===== config.mk =====
export PLATFORM = sky130hd
export DESIGN_NAME = peripheral_dma
export DESIGN_NICKNAME = d
export VERILOG_FILES = /design/src/rtl/peripheral_dma_pkg.sv /design/src/rtl/peripheral_dma.sv
export VERILOG_INCLUDE_DIRS = /design/src /design/src/rtl
export SDC_FILE = /design/constraint.sdc
export NUM_CORES = 1
export LEC_CHECK = 0
export BUFFER_PORTS_ARGS = -buffer_cell sky130_fd_sc_hd__buf_4
export CAP_MARGIN = 10
export CORE_MARGIN = 2
export CORE_UTILIZATION = 61
export DETAILED_ROUTE_END_ITERATION = 6
export PLACE_DENSITY = 0.93
export REMOVE_ABC_BUFFERS = 1
export SYNTH_ARGS = -nofsm -noshare
export SYNTH_HDL_FRONTEND = slang
export SYNTH_SLANG_ARGS = --single-unit
export TNS_END_PERCENT = 20

===== constraint.sdc =====
create_clock -name i_clk -period 2.5 [get_ports i_clk]
set_input_delay 0.125 -clock i_clk [delete_from_list [all_inputs] [get_ports i_clk]]
set_output_delay 0.125 -clock i_clk [all_outputs]
set_load 0.005 [all_outputs]

===== src/rtl/peripheral_dma_defines.svh =====
// Register offsets, field positions and reset values of the peripheral DMA channel pair.
// Assumes inclusion by bare name from the design file.
`ifndef PERIPHERAL_DMA_DEFINES_SVH
`define PERIPHERAL_DMA_DEFINES_SVH
// ==========================================================
// Register byte offsets
`define OFF_RX_BUFFER_ADDRESS    12'h100
`define OFF_RX_TRANSFERS_LEFT    12'h104
`define OFF_TX_BUFFER_ADDRESS    12'h108
`define OFF_TX_TRANSFERS_LEFT    12'h10C
`define OFF_RX_FOLLOWING_ADDRESS 12'h110
`define OFF_RX_FOLLOWING_LENGTH  12'h114
`define OFF_TX_FOLLOWING_ADDRESS 12'h118
`define OFF_TX_FOLLOWING_LENGTH  12'h11C
`define OFF_ENABLE_COMMAND       12'h120
`define OFF_ENABLE_STATE         12'h124
// ==========================================================
// Field positions
`define BIT_RX_ENABLE            0
`define BIT_RX_DISABLE           1
`define BIT_TX_ENABLE            8
`define BIT_TX_DISABLE           9
`define COUNT_MSB                15
`define ADDR_MSB                 11
// ==========================================================
// Values
`define RESET_WORD               32'h0000_0000
`define RESET_COUNT              16'h0000
`define COUNT_ONE                16'h0001
`define STEP_BYTE                32'h0000_0001
`define STEP_HALF                32'h0000_0002
`define STEP_WORD                32'h0000_0004
`define SIZE_BYTE                2'h0
`define SIZE_HALF                2'h1
`endif


===== src/rtl/peripheral_dma_pkg.sv =====
// Types shared by the peripheral DMA channel pair.
// Assumes nothing of its surroundings.
`default_nettype none
package peripheral_dma_pkg;
  typedef enum logic [1:0] {
    MOVE_IDLE = 2'b00,
    MOVE_RX   = 2'b01,
    MOVE_TX   = 2'b10
  } move_state_e;
endpackage
`default_nettype wire


===== src/rtl/peripheral_dma.sv =====
// Register interface and control of a receive/transmit peripheral DMA channel pair.
// Assumes an APB master, a peripheral holding ready levels, and a memory port that acks each move.
//
// Contract
// - Receive pointer, 32 bits, at 0x100
// - Receive count, 16 bits, low half
// - Transmit pointer, 32 bits, read/write
// - Transmit count; no transmit while zero
// - Receive next pointer for following buffer
// - Receive next count for following buffer
// - Transmit next pointer for following buffer
// - Transmit next count for following buffer
// - Receive enable works unless disable set
// - Receive disable bit turns requests off
// - Transmit enable bit turns requests on
// - Transmit disable bit turns requests off
// - Command write-only; status read-only, reset zero
// - Eight pointer/count registers reset to zero
// - Interface sits at offset 0x100 onward
// - Pointer advances one, two or four
// - Count decrements per transfer, stops at zero
// - At zero, load next, clear next count
// - Count register write clears end flag
`include "peripheral_dma_defines.svh"
`default_nettype none
module peripheral_dma
  import peripheral_dma_pkg::*;
(
  input  wire logic        i_clk,
  input  wire logic        i_reset,
  input  wire logic        i_psel,
  input  wire logic        i_penable,
  input  wire logic        i_pwrite,
  input  wire logic [11:0] i_paddr,
  input  wire logic [31:0] i_pwdata,
  output var  logic [31:0] o_prdata,
  output var  logic        o_pready,
  output var  logic        o_pslverr,
  input  wire logic [1:0]  i_transfer_size,
  input  wire logic        i_rx_ready,
  input  wire logic        i_tx_ready,
  output var  logic        o_mem_req,
  output var  logic        o_mem_write,
  output var  logic [31:0] o_mem_addr,
  input  wire logic        i_mem_done,
  output var  logic        o_rx_buffer_end_flag,
  output var  logic        o_tx_buffer_end_flag,
  output var  logic        o_rx_all_buffers_full_flag,
  output var  logic        o_tx_all_buffers_empty_flag
);

  // ==========================================================
  // Register state
  logic [31:0] rx_buffer_address, next_rx_buffer_address;
  logic [15:0] rx_transfers_left, next_rx_transfers_left;
  logic [31:0] tx_buffer_address, next_tx_buffer_address;
  logic [15:0] tx_transfers_left, next_tx_transfers_left;
  logic [31:0] rx_following_address, next_rx_following_address;
  logic [15:0] rx_following_length, next_rx_following_length;
  logic [31:0] tx_following_address, next_tx_following_address;
  logic [15:0] tx_following_length, next_tx_following_length;
  logic        rx_enabled, next_rx_enabled;
  logic        tx_enabled, next_tx_enabled;
  logic        rx_end, next_rx_end;
  logic        tx_end, next_tx_end;
  logic [31:0] prdata, next_prdata;
  logic        pready, next_pready;
  logic        pslverr, next_pslverr;
  move_state_e state, next_state;
  logic        mem_req, next_mem_req;
  logic        mem_write, next_mem_write;
  logic [31:0] mem_addr, next_mem_addr;

  logic        access;
  logic        wr;
  logic        commit;
  logic        known;
  logic [31:0] step;
  // Done strobes of the mover, seen by the channel registers
  logic        rx_done;
  logic        tx_done;
  logic        rx_last;
  logic        tx_last;

  // ==========================================================
  // Bus decode
  // Taking a request only while no answer is out keeps a held access from being taken twice
  assign access = i_psel && i_penable && !pready;
  assign wr     = access && i_pwrite;
  // A write lands at the completing edge, where the master sees pready high
  // Its response was already decided at the take edge
  assign commit = i_psel && i_penable && pready && i_pwrite;

  // ==========================================================
  // Bus response
  // Read data stands only with pready and is zero otherwise
  always_comb begin
    next_prdata  = `RESET_WORD;
    next_pready  = access;
    next_pslverr = 1'b0;
    known        = 1'b1;
    if (wr) begin
      case (i_paddr)
        `OFF_RX_BUFFER_ADDRESS,
        `OFF_RX_TRANSFERS_LEFT,
        `OFF_TX_BUFFER_ADDRESS,
        `OFF_TX_TRANSFERS_LEFT,
        `OFF_RX_FOLLOWING_ADDRESS,
        `OFF_RX_FOLLOWING_LENGTH,
        `OFF_TX_FOLLOWING_ADDRESS,
        `OFF_TX_FOLLOWING_LENGTH,
        `OFF_ENABLE_COMMAND:       known = 1'b1;
        // Status is read-only; a write to it is refused
        default:                   known = 1'b0;
      endcase
      next_pslverr = !known;
    end else if (access) begin
      case (i_paddr)
        `OFF_RX_BUFFER_ADDRESS:    next_prdata = rx_buffer_address;
        `OFF_RX_TRANSFERS_LEFT:    next_prdata = {16'h0000, rx_transfers_left};
        `OFF_TX_BUFFER_ADDRESS:    next_prdata = tx_buffer_address;
        `OFF_TX_TRANSFERS_LEFT:    next_prdata = {16'h0000, tx_transfers_left};
        `OFF_RX_FOLLOWING_ADDRESS: next_prdata = rx_following_address;
        `OFF_RX_FOLLOWING_LENGTH:  next_prdata = {16'h0000, rx_following_length};
        `OFF_TX_FOLLOWING_ADDRESS: next_prdata = tx_following_address;
        `OFF_TX_FOLLOWING_LENGTH:  next_prdata = {16'h0000, tx_following_length};
        `OFF_ENABLE_COMMAND:       next_prdata = `RESET_WORD;
        `OFF_ENABLE_STATE: begin
          next_prdata[`BIT_RX_ENABLE] = rx_enabled;
          next_prdata[`BIT_TX_ENABLE] = tx_enabled;
        end
        default: known = 1'b0;
      endcase
      next_pslverr = !known;
    end
  end

  always_ff @(posedge i_clk) begin
    if (i_reset) begin
      prdata  <= `RESET_WORD;
      pready  <= 1'b0;
      pslverr <= 1'b0;
    end else begin
      prdata  <= next_prdata;
      pready  <= next_pready;
      pslverr <= next_pslverr;
    end
  end

  // ==========================================================
  // Pointer step per item
  // Sizes two and three both move a word
  always_comb begin
    case (i_transfer_size)
      `SIZE_BYTE: step = `STEP_BYTE;
      `SIZE_HALF: step = `STEP_HALF;
      default:    step = `STEP_WORD;
    endcase
  end

  // ==========================================================
  // Data mover: receive served first, then transmit
  // Only one move is in flight, so pointers and counts never race each other
  always_comb begin
    next_state     = state;
    next_mem_req   = mem_req;
    next_mem_write = mem_write;
    next_mem_addr  = mem_addr;
    rx_done        = 1'b0;
    tx_done        = 1'b0;
    case (state)
      MOVE_IDLE: begin
        if (rx_enabled && i_rx_ready && rx_transfers_left != `RESET_COUNT) begin
          next_state     = MOVE_RX;
          next_mem_req   = 1'b1;
          next_mem_write = 1'b1;
          next_mem_addr  = rx_buffer_address;
        end else if (tx_enabled && i_tx_ready && tx_transfers_left != `RESET_COUNT) begin
          next_state     = MOVE_TX;
          next_mem_req   = 1'b1;
          next_mem_write = 1'b0;
          next_mem_addr  = tx_buffer_address;
        end
      end
      MOVE_RX: begin
        if (i_mem_done) begin
          next_state   = MOVE_IDLE;
          next_mem_req = 1'b0;
          rx_done      = 1'b1;
        end
      end
      MOVE_TX: begin
        if (i_mem_done) begin
          next_state   = MOVE_IDLE;
          next_mem_req = 1'b0;
          tx_done      = 1'b1;
        end
      end
      default: begin
        next_state   = MOVE_IDLE;
        next_mem_req = 1'b0;
      end
    endcase
  end

  always_ff @(posedge i_clk) begin
    if (i_reset) begin
      state     <= MOVE_IDLE;
      mem_req   <= 1'b0;
      mem_write <= 1'b0;
      mem_addr  <= `RESET_WORD;
    end else begin
      state     <= next_state;
      mem_req   <= next_mem_req;
      mem_write <= next_mem_write;
      mem_addr  <= next_mem_addr;
    end
  end

  // ==========================================================
  // Channel registers
  // A move that empties the current buffer is its last one
  assign rx_last = rx_done && rx_transfers_left == `COUNT_ONE;
  assign tx_last = tx_done && tx_transfers_left == `COUNT_ONE;

  always_comb begin
    next_rx_buffer_address    = rx_buffer_address;
    next_rx_transfers_left    = rx_transfers_left;
    next_tx_buffer_address    = tx_buffer_address;
    next_tx_transfers_left    = tx_transfers_left;
    next_rx_following_address = rx_following_address;
    next_rx_following_length  = rx_following_length;
    next_tx_following_address = tx_following_address;
    next_tx_following_length  = tx_following_length;
    next_rx_enabled           = rx_enabled;
    next_tx_enabled           = tx_enabled;
    next_rx_end               = rx_end;
    next_tx_end               = tx_end;
    if (rx_done) begin
      if (rx_last) begin
        next_rx_buffer_address   = rx_following_address;
        next_rx_transfers_left   = rx_following_length;
        next_rx_following_length = `RESET_COUNT;
        // Requests stop when the next buffer is empty as well
        next_rx_enabled          = rx_following_length != `RESET_COUNT;
      end else begin
        next_rx_buffer_address = rx_buffer_address + step;
        next_rx_transfers_left = rx_transfers_left - `COUNT_ONE;
      end
    end
    if (tx_done) begin
      if (tx_last) begin
        next_tx_buffer_address   = tx_following_address;
        next_tx_transfers_left   = tx_following_length;
        next_tx_following_length = `RESET_COUNT;
        next_tx_enabled          = tx_following_length != `RESET_COUNT;
      end else begin
        next_tx_buffer_address = tx_buffer_address + step;
        next_tx_transfers_left = tx_transfers_left - `COUNT_ONE;
      end
    end

    // Software write wins over the mover's pointers, counts and enables in the same cycle (not the end flags): new values restart counting
    if (commit) begin
      case (i_paddr)
        `OFF_RX_BUFFER_ADDRESS:    next_rx_buffer_address = i_pwdata;
        `OFF_RX_TRANSFERS_LEFT: begin
          next_rx_transfers_left = i_pwdata[`COUNT_MSB:0];
          next_rx_end            = 1'b0;
        end
        `OFF_TX_BUFFER_ADDRESS:    next_tx_buffer_address = i_pwdata;
        `OFF_TX_TRANSFERS_LEFT: begin
          next_tx_transfers_left = i_pwdata[`COUNT_MSB:0];
          next_tx_end            = 1'b0;
        end
        `OFF_RX_FOLLOWING_ADDRESS: next_rx_following_address = i_pwdata;
        `OFF_RX_FOLLOWING_LENGTH: begin
          next_rx_following_length = i_pwdata[`COUNT_MSB:0];
          next_rx_end              = 1'b0;
        end
        `OFF_TX_FOLLOWING_ADDRESS: next_tx_following_address = i_pwdata;
        `OFF_TX_FOLLOWING_LENGTH: begin
          next_tx_following_length = i_pwdata[`COUNT_MSB:0];
          next_tx_end              = 1'b0;
        end
        `OFF_ENABLE_COMMAND: begin
          if (i_pwdata[`BIT_RX_DISABLE]) begin
            next_rx_enabled = 1'b0;
          end else if (i_pwdata[`BIT_RX_ENABLE]) begin
            next_rx_enabled = 1'b1;
          end
          if (i_pwdata[`BIT_TX_DISABLE]) begin
            next_tx_enabled = 1'b0;
          end else if (i_pwdata[`BIT_TX_ENABLE]) begin
            next_tx_enabled = 1'b1;
          end
        end
        // Status and unmapped offsets were refused at the take edge; nothing changes
        default: begin
        end
      endcase
    end

    // A buffer end that meets a count write in one cycle still sets the flag,
    // so software never misses an end that really happened
    if (rx_last) begin
      next_rx_end = 1'b1;
    end
    if (tx_last) begin
      next_tx_end = 1'b1;
    end
  end

  always_ff @(posedge i_clk) begin
    if (i_reset) begin
      rx_buffer_address    <= `RESET_WORD;
      rx_transfers_left    <= `RESET_COUNT;
      tx_buffer_address    <= `RESET_WORD;
      tx_transfers_left    <= `RESET_COUNT;
      rx_following_address <= `RESET_WORD;
      rx_following_length  <= `RESET_COUNT;
      tx_following_address <= `RESET_WORD;
      tx_following_length  <= `RESET_COUNT;
      rx_enabled           <= 1'b0;
      tx_enabled           <= 1'b0;
      rx_end               <= 1'b0;
      tx_end               <= 1'b0;
    end else begin
      rx_buffer_address    <= next_rx_buffer_address;
      rx_transfers_left    <= next_rx_transfers_left;
      tx_buffer_address    <= next_tx_buffer_address;
      tx_transfers_left    <= next_tx_transfers_left;
      rx_following_address <= next_rx_following_address;
      rx_following_length  <= next_rx_following_length;
      tx_following_address <= next_tx_following_address;
      tx_following_length  <= next_tx_following_length;
      rx_enabled           <= next_rx_enabled;
      tx_enabled           <= next_tx_enabled;
      rx_end               <= next_rx_end;
      tx_end               <= next_tx_end;
    end
  end

  // ==========================================================
  // Outputs
  // Both-buffers flags are registered one cycle behind the counts to keep outputs flop-driven
  logic rx_full_flag, next_rx_full_flag;
  logic tx_empty_flag, next_tx_empty_flag;
  always_comb begin
    next_rx_full_flag  = rx_transfers_left == `RESET_COUNT && rx_following_length == `RESET_COUNT;
    next_tx_empty_flag = tx_transfers_left == `RESET_COUNT && tx_following_length == `RESET_COUNT;
  end
  always_ff @(posedge i_clk) begin
    if (i_reset) begin
      rx_full_flag  <= 1'b0;
      tx_empty_flag <= 1'b0;
    end else begin
      rx_full_flag  <= next_rx_full_flag;
      tx_empty_flag <= next_tx_empty_flag;
    end
  end

  assign o_prdata                    = prdata;
  assign o_pready                    = pready;
  assign o_pslverr                   = pslverr;
  assign o_mem_req                   = mem_req;
  assign o_mem_write                 = mem_write;
  assign o_mem_addr                  = mem_addr;
  assign o_rx_buffer_end_flag        = rx_end;
  assign o_tx_buffer_end_flag        = tx_end;
  assign o_rx_all_buffers_full_flag  = rx_full_flag;
  assign o_tx_all_buffers_empty_flag = tx_empty_flag;

endmodule // peripheral_dma
`default_nettype wire


==> results, run 1 <==
- The worst endpoint required time is 2.96 ns.
- The number of violations of the max-capacitance limit is 0.
- In this run the number of H-tree levels came out at 1.
- The leakage power figure is 6.63 nW.
- The compound-cell area share of the yosys netlist is 23.1%.
- The final max-slew violation count is 0.
- Once detail routing completed, the nets flagged for antenna violations numbered 0.
- The worst-case hold path end point is state[1]$_SDFFE_PP0P_.
- The start point of the worst hold path is i_mem_done.
- Summing all flip-flop and latch instances after layout gives 5370 µm².
- The number of different library cells in the post-synthesis netlist is 94.
- After global routing the overflow that remains totals 0.
- The overall die width is 160 µm.
- The count of final setup violators is 0.
- The total area of multi-input combinational cells is 8710 µm².
- The TritonCTS clock tree is built.
- The number of clock buffers added by TritonCTS is 28.
- The number of enable-type register cells in the synthesized netlist is 0.
- The number of cells on the worst reg-to-reg path is 5.
- The share of synthesized cell area in full adder, half adder and majority cells is 1.01%.
- After layout, the worst path uses 98.4% of the clock period.
- The critical path data arrival time is 2.92 ns.
- The area fraction in and, or, nand and nor cells after synthesis is 26.8%.
- The number of warnings reported in the yosys synthesis log is 0.
- The combined area of all synthesized cells is 14,900 µm².
- The die span in y is 160 µm.
- The post-route netlist has 19.8% of its cells at a drive strength greater than 1.
- In this run the power density over the cells is 507 nW/µm².
- The routed layout has 17,700 vias.
- The class of the tightest hold or removal check is input pin to register.
- In the synthesized netlist, mux cells make up 6.16% of the area.
- The worst hold path passes through 4 cells.
- The number of antenna violations at the first check in global routing came to 3.
- The tree is rooted in a clkbuf_16.
- The number of iterations in the first detailed-routing pass is 7.
- After synthesis, the share of flip-flops with an asynchronous set or reset is 0%.
- In the final routed layout, each cell accounts on average for 28.7 µm.
- The aggregate global-route resource usage is 52.2%.
- The number of standard cells after synthesis is 1,893.
- The area of the die is 25,600 µm².
- After layout, the design draws a total of 9.22 mW.
- The start-to-end type of the worst setup path is register to register.
- The largest fanout on the critical path is 6.
- The sequential share of the synthesized area is 36.1%.
- The worst stage delay on the critical path is 0.80 ns.
- The source-to-sink clock delay at the later pin of the worst-skew pair is 0.57 ns.
- In this run, synthesis produced a sequential element count of 268.
- Entering global routing, the biggest net connects 71 pins.
- The first global-routing pass estimated 102 mm of wire.
- The floorplan has 57 rows.
- The quantity of I/O buffers inserted on ports is 125.
- The placed wire-length estimate is 47.4 mm.
- The upper clock frequency limit is 407 MHz.
- The clock transition time at the flip-flop clock pins of the worst setup and hold paths is 0.07 ns.
- The average footprint of a synthesized cell is 7.85 µm².
- In the routed design, unresolved DRC markers number 33.
- The placeable core region is 24,100 µm².
- Dividing the detail-routed via count by the number of cells gives 7.32.
- The reg-to-reg setup timing slack is 0.04 ns.
- The I/O pin count is 126.
- At the pin with the least slew margin, the transition time is 0.860 ns.
- The checks that failed: design-rule violations.
- The most instantiated flip-flop cell in the synthesis netlist is dfxtp_1.
- The area overhead of the layout relative to synthesis is 22.4%.
- Prior to clock tree synthesis, the placed netlist has a worst setup slack of 0.0521 ns.
- The worst path needs 2.46 ns of the cycle, external delays included.
- The post-layout worst setup margin is 0.0410 ns.
- The startpoint of the lowest-slack register-to-register path is rx_buffer_address[16]$_SDFF_PP0_.
- Setup repair after global routing left no endpoint under its margin.
- The critical path's slowest cell is o311ai_0.
- The largest voltage drop on the vdd net is 575 µV.
- The final net count is 2,142.
- The count of routing violations after the opening detailed-route iteration is 3,404.
- The longest clock path from root to sink contains 3 buffers.
- The worst max-slew margin expressed relative to the limit is 41.9%.
- The sink count of the clock tree is 268.
- The effective utilization at floorplan is 61.7%.
- The run finished, with violations left.
- The worst clock skew on the final layout is 0.0232 ns.
- The dominant combinational cell family by area after synthesis is simple AND/OR/NAND/NOR gates.
- Counting the fill cells in the layout gives 1,792.
- After Yosys synthesis, XOR and XNOR cells account for 1.24% of the synthesized area.
- The final wirelength is 69.6 mm.
- The sort of element at the start of the critical path is a register.
- STA classifies the critical path endpoint as a register.
- The number of global-route vias before repair came to 16,700.
- The count of endpoints failing hold in the final timing report is 0.
- The worst flop-to-flop path endpoint is rx_buffer_address[21]$_SDFF_PP0_.
- The critical path goes through and4_1 > nand4_1 > o311ai_0 > a21oi_1 > a211o_1.
- The congestion estimate from routability-driven global placement came to 1.06.
stage by stage:
| stage | cells | setup TNS [ns] | util [%] | instance area, µm² | hold slack [ns] |
|---|---|---|---|---|---|
| after floorplan | 1725 | -102.70 | - | 14100 | 0.187 |
| after global placement | 2331 | 0 | 69.8 | 16800 | 0.355 |
| after detailed placement | 2331 | 0 | 69.8 | 16800 | 0.359 |
| after CTS | 2420 | 0 | 75.3 | 18200 | 0.0261 |
| after global routing | 2422 | 0 | 75.5 | 18200 | 0.0645 |
| final | 2423 | 0 | 75.5 | 18200 | 0.0304 |
where the power goes:
part / internal (mW) / switching, mW / leakage (nW) / total (mW)
Sequential: 4.27 / 0.00533 / 2.16 / 4.28
Combinational: 0.174 / 0.315 / 3.99 / 0.489
Clock: 2.60 / 1.85 / 0.480 / 4.45
per-layer routing:
metal / track usage, % / vias up / routed length (µm)
li1: - / 7347 / -
met1: 64.5 / 8127 / 23600
met2: 76.3 / 1752 / 28300
met3: 19.8 / 502 / 12100
met4: 33.7 / 4 / 5620
met5: 0 / - / 27
synth_stat cells, types with 13 or more instances:
cell type	instances	area, µm²
o22ai_1	16	100
nor3_1	51	255
mux2i_1	18	180
nand3_1	83	415
nor4_1	28	175
mux4_2	20	450
a311oi_1	38	333
buf_2	48	240
inv_1	14	52.6
nor2_1	150	563
mux2_2	23	259
clkbuf_1	95	357
nand4_1	45	282
a22oi_1	13	97.6
o21ai_0	93	465
a222oi_1	24	240
xnor2_1	13	114
o211ai_1	18	135
and3_1	31	194
dfxtp_1	268	5370
a31oi_1	17	106
a211oi_1	17	128
a21oi_1	178	891
nand2_1	351	1320
layout by cell type, fill, tap and decap left out, drive strengths merged, types with 6 or more instances in the layout:
cell type | synthesis | routed
inv | 14 | 14
o211ai | 19 | 19
a22oi | 13 | 13
a311oi | 38 | 38
mux4 | 21 | 21
or4 | 7 | 7
xnor2 | 13 | 13
a21o | 10 | 10
a22o | 10 | 10
nor2b | 7 | 7
clkbuf | 98 | 40
o22ai | 16 | 16
a211o | 9 | 9
a21oi | 180 | 180
nand3 | 86 | 86
clkinv | 0 | 8
a211oi | 17 | 17
and2 | 9 | 9
nor2 | 153 | 153
buf | 68 | 284
and3 | 31 | 31
o21ai | 94 | 94
mux2 | 23 | 23
nor4 | 36 | 36
xor2 | 8 | 8
and4 | 10 | 10
ha | 12 | 12
a222oi | 24 | 24
nor4b | 6 | 6
mux2i | 18 | 18
or3 | 13 | 13
a31oi | 17 | 17
nand2 | 352 | 352
nand4 | 47 | 47
dfxtp | 268 | 268
nor3 | 55 | 55
o41ai | 7 | 7
dlygate4sd3 | 0 | 37
worst max-delay path: cells and delay by family, from the launching register on:
family             cells  cell delay [ns]
AOI/OAI and AO/OA      3             1.20
DFF                    1             0.53
and+or+nand+nor        2             0.62
worst max-delay path by stage:
stage | startpoint | slack, ns | end
final | rx_buffer_address[16]$_SDFF_PP0_ | 0.04 | rx_buffer_address[21]$_SDFF_PP0_
after floorplan | rx_transfers_left[0]$_SDFF_PP0_ | -1.33 | o_mem_addr[0]$_SDFFE_PP0P_
after CTS | tx_transfers_left[0]$_SDFF_PP0_ | 0.02 | o_mem_addr[9]$_SDFFE_PP0P_
after detailed placement | tx_transfers_left[0]$_SDFF_PP0_ | 0.05 | o_mem_addr[19]$_SDFFE_PP0P_
after global routing | rx_buffer_address[0]$_SDFF_PP0_ | 0.003 | rx_buffer_address[28]$_SDFF_PP0_
after global placement | tx_transfers_left[0]$_SDFF_PP0_ | 0.15 | o_mem_addr[23]$_SDFFE_PP0P_
final cells by class:
class | instances | area share, %
Clock buffer | 40 | 4.55
Antenna cell | 1 | 0.0138
Clock inverter | 12 | 0.756
Tap cell | 324 | 2.23
Sequential cell | 268 | 29.5
Timing Repair Buffer | 321 | 14.8
Multi-Input combinational cell | 1443 | 47.9
Inverter | 14 | 0.289
registers in the layout, summed over array words and instances (netlist names):
name / count
rx_transfers_left: 16
o_prdata: 32
state: 2
o_mem_addr: 32
tx_buffer_address: 32
o_tx_all_buffers_empty_flag: 1
o_mem_req: 1
rx_buffer_address: 32
o_pslverr: 1
o_tx_buffer_end_flag: 1
o_rx_buffer_end_flag: 1
tx_following_address: 32
o_mem_write: 1
tx_following_length: 16
tx_enabled: 1
tx_transfers_left: 16
o_pready: 1
rx_enabled: 1
o_rx_all_buffers_full_flag: 1
rx_following_address: 32
rx_following_length: 16
logic make-up (layout without fill, tap and decap cells):
kind of cell | count (synthesis) | count (layout)
flip-flops | 268 | 268
XOR/XNOR | 21 | 21
AND/OR/NAND/NOR | 827 | 827
buffers and inverters | 182 | 387
adder cells (fa/ha/maj) | 12 | 12
multiplexers | 62 | 62
AO/OA/AOI/OAI | 521 | 521
other | 0 | 1
timing repair:
item                                    4_1_cts  5_1_grt
buffers inserted                              0        2
resized for setup                             0        2
hold buffers                                 37        0
endpoints found under the hold margin       186        0
endpoints found under the setup margin        0       32
Power figures use the tool's default switching activity.
==> run 2, diff against run 1 <==
CELL_PAD_IN_SITES_DETAIL_PLACEMENT = 1   (was not set)
CELL_PAD_IN_SITES_GLOBAL_PLACEMENT = 2   (was not set)
CORE_UTILIZATION = 36   (was 61)
==> results, run 2 (same netlist as run 1, synthesis figures left out) <==
- The routed wire length per instance was 28.2 µm (-1.8%).
- The overflow left after global routing is 0 (unchanged).
- The worst endpoint required time is 2.97 ns (about the same).
- The number of stages on the worst hold path is 4 (unchanged).
- The type of destination of the critical path is a register.
- The number of cells on the critical path is 8 (+3).
- The placement-stage worst setup slack is 0.0947 ns (+0.0426 ns).
- The worst clock skew on the final layout is 0.0295 ns (+0.00628 ns).
- The number of placement rows is 74 (+30%).
- The run finished, with violations left.
- The die span in y is 207 µm (+29%).
- The largest voltage drop on the vdd net is 461 µV (-20%).
- The cell seen most often among critical-path stages is nor3_1.
- The tightest min-delay check is of the input pin to register type.
- In the layout the commonest cells are nand2_1 (351), dfxtp_1 (267), buf_4 (256), a21oi_1 (178), nor2_1 (150).
- The effective utilization at floorplan came to 36.4% (-25 points).
- The aggregate global-route resource usage is 33.6% (-19 points).
- Leaving out fill and tap cells, the most frequent cell in the layout is nand2_1.
- The area of the die is 42,900 µm² (+67%).
- Traced cell by cell, the critical path runs through nor3_1 > nand3_2 > buf_4 > nor3_4 > buf_12 > nor3_1 > a2111o_1 > a21oi_1.
- The sink count of the clock tree is 268 (unchanged).
- The overall via count from detail_route is 17,200 (-3.1%).
- The I/O pin count was 126 (unchanged).
- The start-to-end type of the worst setup path is register to register.
- The beginning of the critical path is rx_transfers_left[15]$_SDFF_PP0_.
- The clock transition time at the flip-flop clock pins of the worst setup and hold paths came to 0.06 ns (about the same).
- The detail-routed via count per cell is 6.53 (-11%).
- The final clock period utilization by the worst path came to 95.9% (-2.4 points).
- The critical path data arrival time is 2.87 ns (-0.05 ns).
- The clock tree buffer depth is 3 (unchanged).
- The post-CTS setup repair buffer count is 0 (unchanged).
- The global-route met3 utilization is 6.93% (-13 points).
- The met2 demand-to-capacity share in global routing is 52.0% (-24 points).
- The placeable core region was 40,800 µm² (+69%).
- The count of endpoints failing hold in the final timing report came to 0 (unchanged).
- The number of clock buffers inserted by TritonCTS is 34 (+21%).
- The transition time of the tightest slew-check pin was 1.15 ns (+0.286 ns).
- The final critical path time including I/O delays and setup was 2.40 ns (-0.0608 ns).
- The number of buffer and inverter stages on the critical path came to 2 (+2).
- The upper clock frequency limit is 417 MHz (+2.5%).
- The total area of multi-input combinational cells is 8730 µm² (+0.23%).
- The quantity of I/O buffers inserted on ports is 125 (unchanged).
- Setup repair after global routing left no endpoint under its margin.
- Relative to the synthesized area, the layout overhead comes to 24.5%.
- The startpoint identified for the worst hold timing path is i_pwrite.
- The first-pass GRT wire length is 110 mm (+8.4%).
- The leakage power figure came to 6.66 nW (+0.47%).
- The source-to-sink clock delay at the later pin of the worst-skew pair was 0.57 ns (about the same).
- The post-layout worst setup margin is 0.102 ns (+0.0608 ns).
- The most heavily used metal layer in global routing is met2.
- In this run the clock root is driven by a clkbuf_16.
- The final net count came to 2,137 (-0.23%).
- The sort of element at the start of the critical path is a register.
- The number of global-route vias before repair is 17,100 (+2.3%).
- The number of iterations in the first detailed-routing pass is 7 (unchanged).
- The critical path's slowest cell is dfxtp_1.
- The weighted congestion at the end of routability-driven global placement is 0.991 (-6.5%).
- The startpoint of the lowest-slack register-to-register path is rx_transfers_left[15]$_SDFF_PP0_.
- The overall die width is 207 µm (+29%).
- The count of fill cells added during filler insertion came to 4,909 (+170%).
- The checks that failed: design-rule violations.
- The final standard cell utilization of the core is 45.3% (-30 points).
- The TritonCTS clock tree is built.
- The number of violations of the max-capacitance limit is 0 (unchanged).
- The number of DRC violations after detailed routing is 3 (-91%).
- The met1 track demand over resource in global routing was 44.0% (-20 points).
- The placed wire-length estimate is 52.3 mm (+10%).
- The number of levels in the clock H-tree was 2 (+1).
- The post-detailed-route count of antenna-violating nets came to 0 (unchanged).
- The final max-slew violation count is 0 (unchanged).
- The final wirelength is 74.3 mm (+6.7%).
- The share of post-route cells with drive strength above 1 is 19.7% (-0.13 points).
- The largest net degree at the start of global routing was 65 (-8.5%).
- The power density normalized to cell area was 522 nW/µm² (+3.0%).
- The worst max-slew margin expressed relative to the limit is 23.0% (-19 points).
- The count of final setup violators is 0 (unchanged).
- The worst stage delay on the critical path is 0.39 ns (-0.41 ns).
- The largest fanout on the critical path is 31 (+25).
- Among cell families on the critical path, the largest total delay comes from simple AND/OR/NAND/NOR gates.
- The count of routing violations after the opening detailed-route iteration is 2,180 (-36%).
- The number of antenna violations at the first check in global routing is 5 (+2).
- The number of cells traversed by the worst register-to-register path is 8 (+3).
- The register area came to 5370 µm² (about the same).
-- run 2: cell types whose count changed in the layout (fill, tap and decap cells not counted), moves of 2 or more --
cell and delta:
and2_1 -2, and2_2 +2, buf_4 -12, bufinv_16 -2, clkbuf_1 +4, clkbuf_16 +5
diode_2 +3, inv_6 +2, nor4b_2 -2
-- run 2: per-stage QoR --
step	hold slack (ns)	total power [mW]	instances	TNS, ns	instance area (µm²)
floorplan	0.187	4.46	1725	-102.70	14100
global placement	0.365	4.79	2530	0	17000
detailed placement	0.372	4.80	2530	0	17000
CTS	0.0193	9.69	2629	0	18500
global route	0.0648	9.89	2630	0	18500
finish	0.0598	9.66	2633	0	18500
-- run 2: timing repair --
item | 4_1_cts | 5_1_grt
resized for setup | 0 | 7
hold endpoints to repair | 177 | 0
endpoints found under the setup margin | 0 | 7
hold buffers | 37 | 0
-- run 2: layout make-up --
type / instances / area share, %
sequential: 268 / 29.0
inverter: 14 / 0.284
clock buffer: 48 / 5.15
tap: 532 / 3.60
multi-input combinational: 1443 / 47.2
clock inverter: 14 / 0.649
antenna: 4 / 0.0541
timing repair buffer: 310 / 14.1
-- run 2: worst min-delay path: stages --
cell and delay [ns]:
buf_4 0.10, nor2_1 0.07, nand3_1 0.15, nor2_1 0.10
-- run 2: routing by layer --
layer,routed length (µm),vias up
met2,32900,1062
met4,4040,2
met3,8060,243
li1,-,7356
met1,29300,8519
met5,14,-
-- run 2: final timing paths --
check                                 endpoint  slack (ns)
max           rx_transfers_left[10]$_SDFF_PP0_        0.10
min                     o_prdata[0]$_SDFF_PP0_        0.06
max reg2reg   rx_transfers_left[10]$_SDFF_PP0_        0.10
min reg2reg  o_tx_buffer_end_flag$_SDFFE_PP0P_        0.47
-- run 2: report_power, final --
part,internal [mW],switching (mW)
Sequential,4.28,0.00541
Combinational,0.173,0.318
Clock,2.79,2.10
Total,7.24,2.42
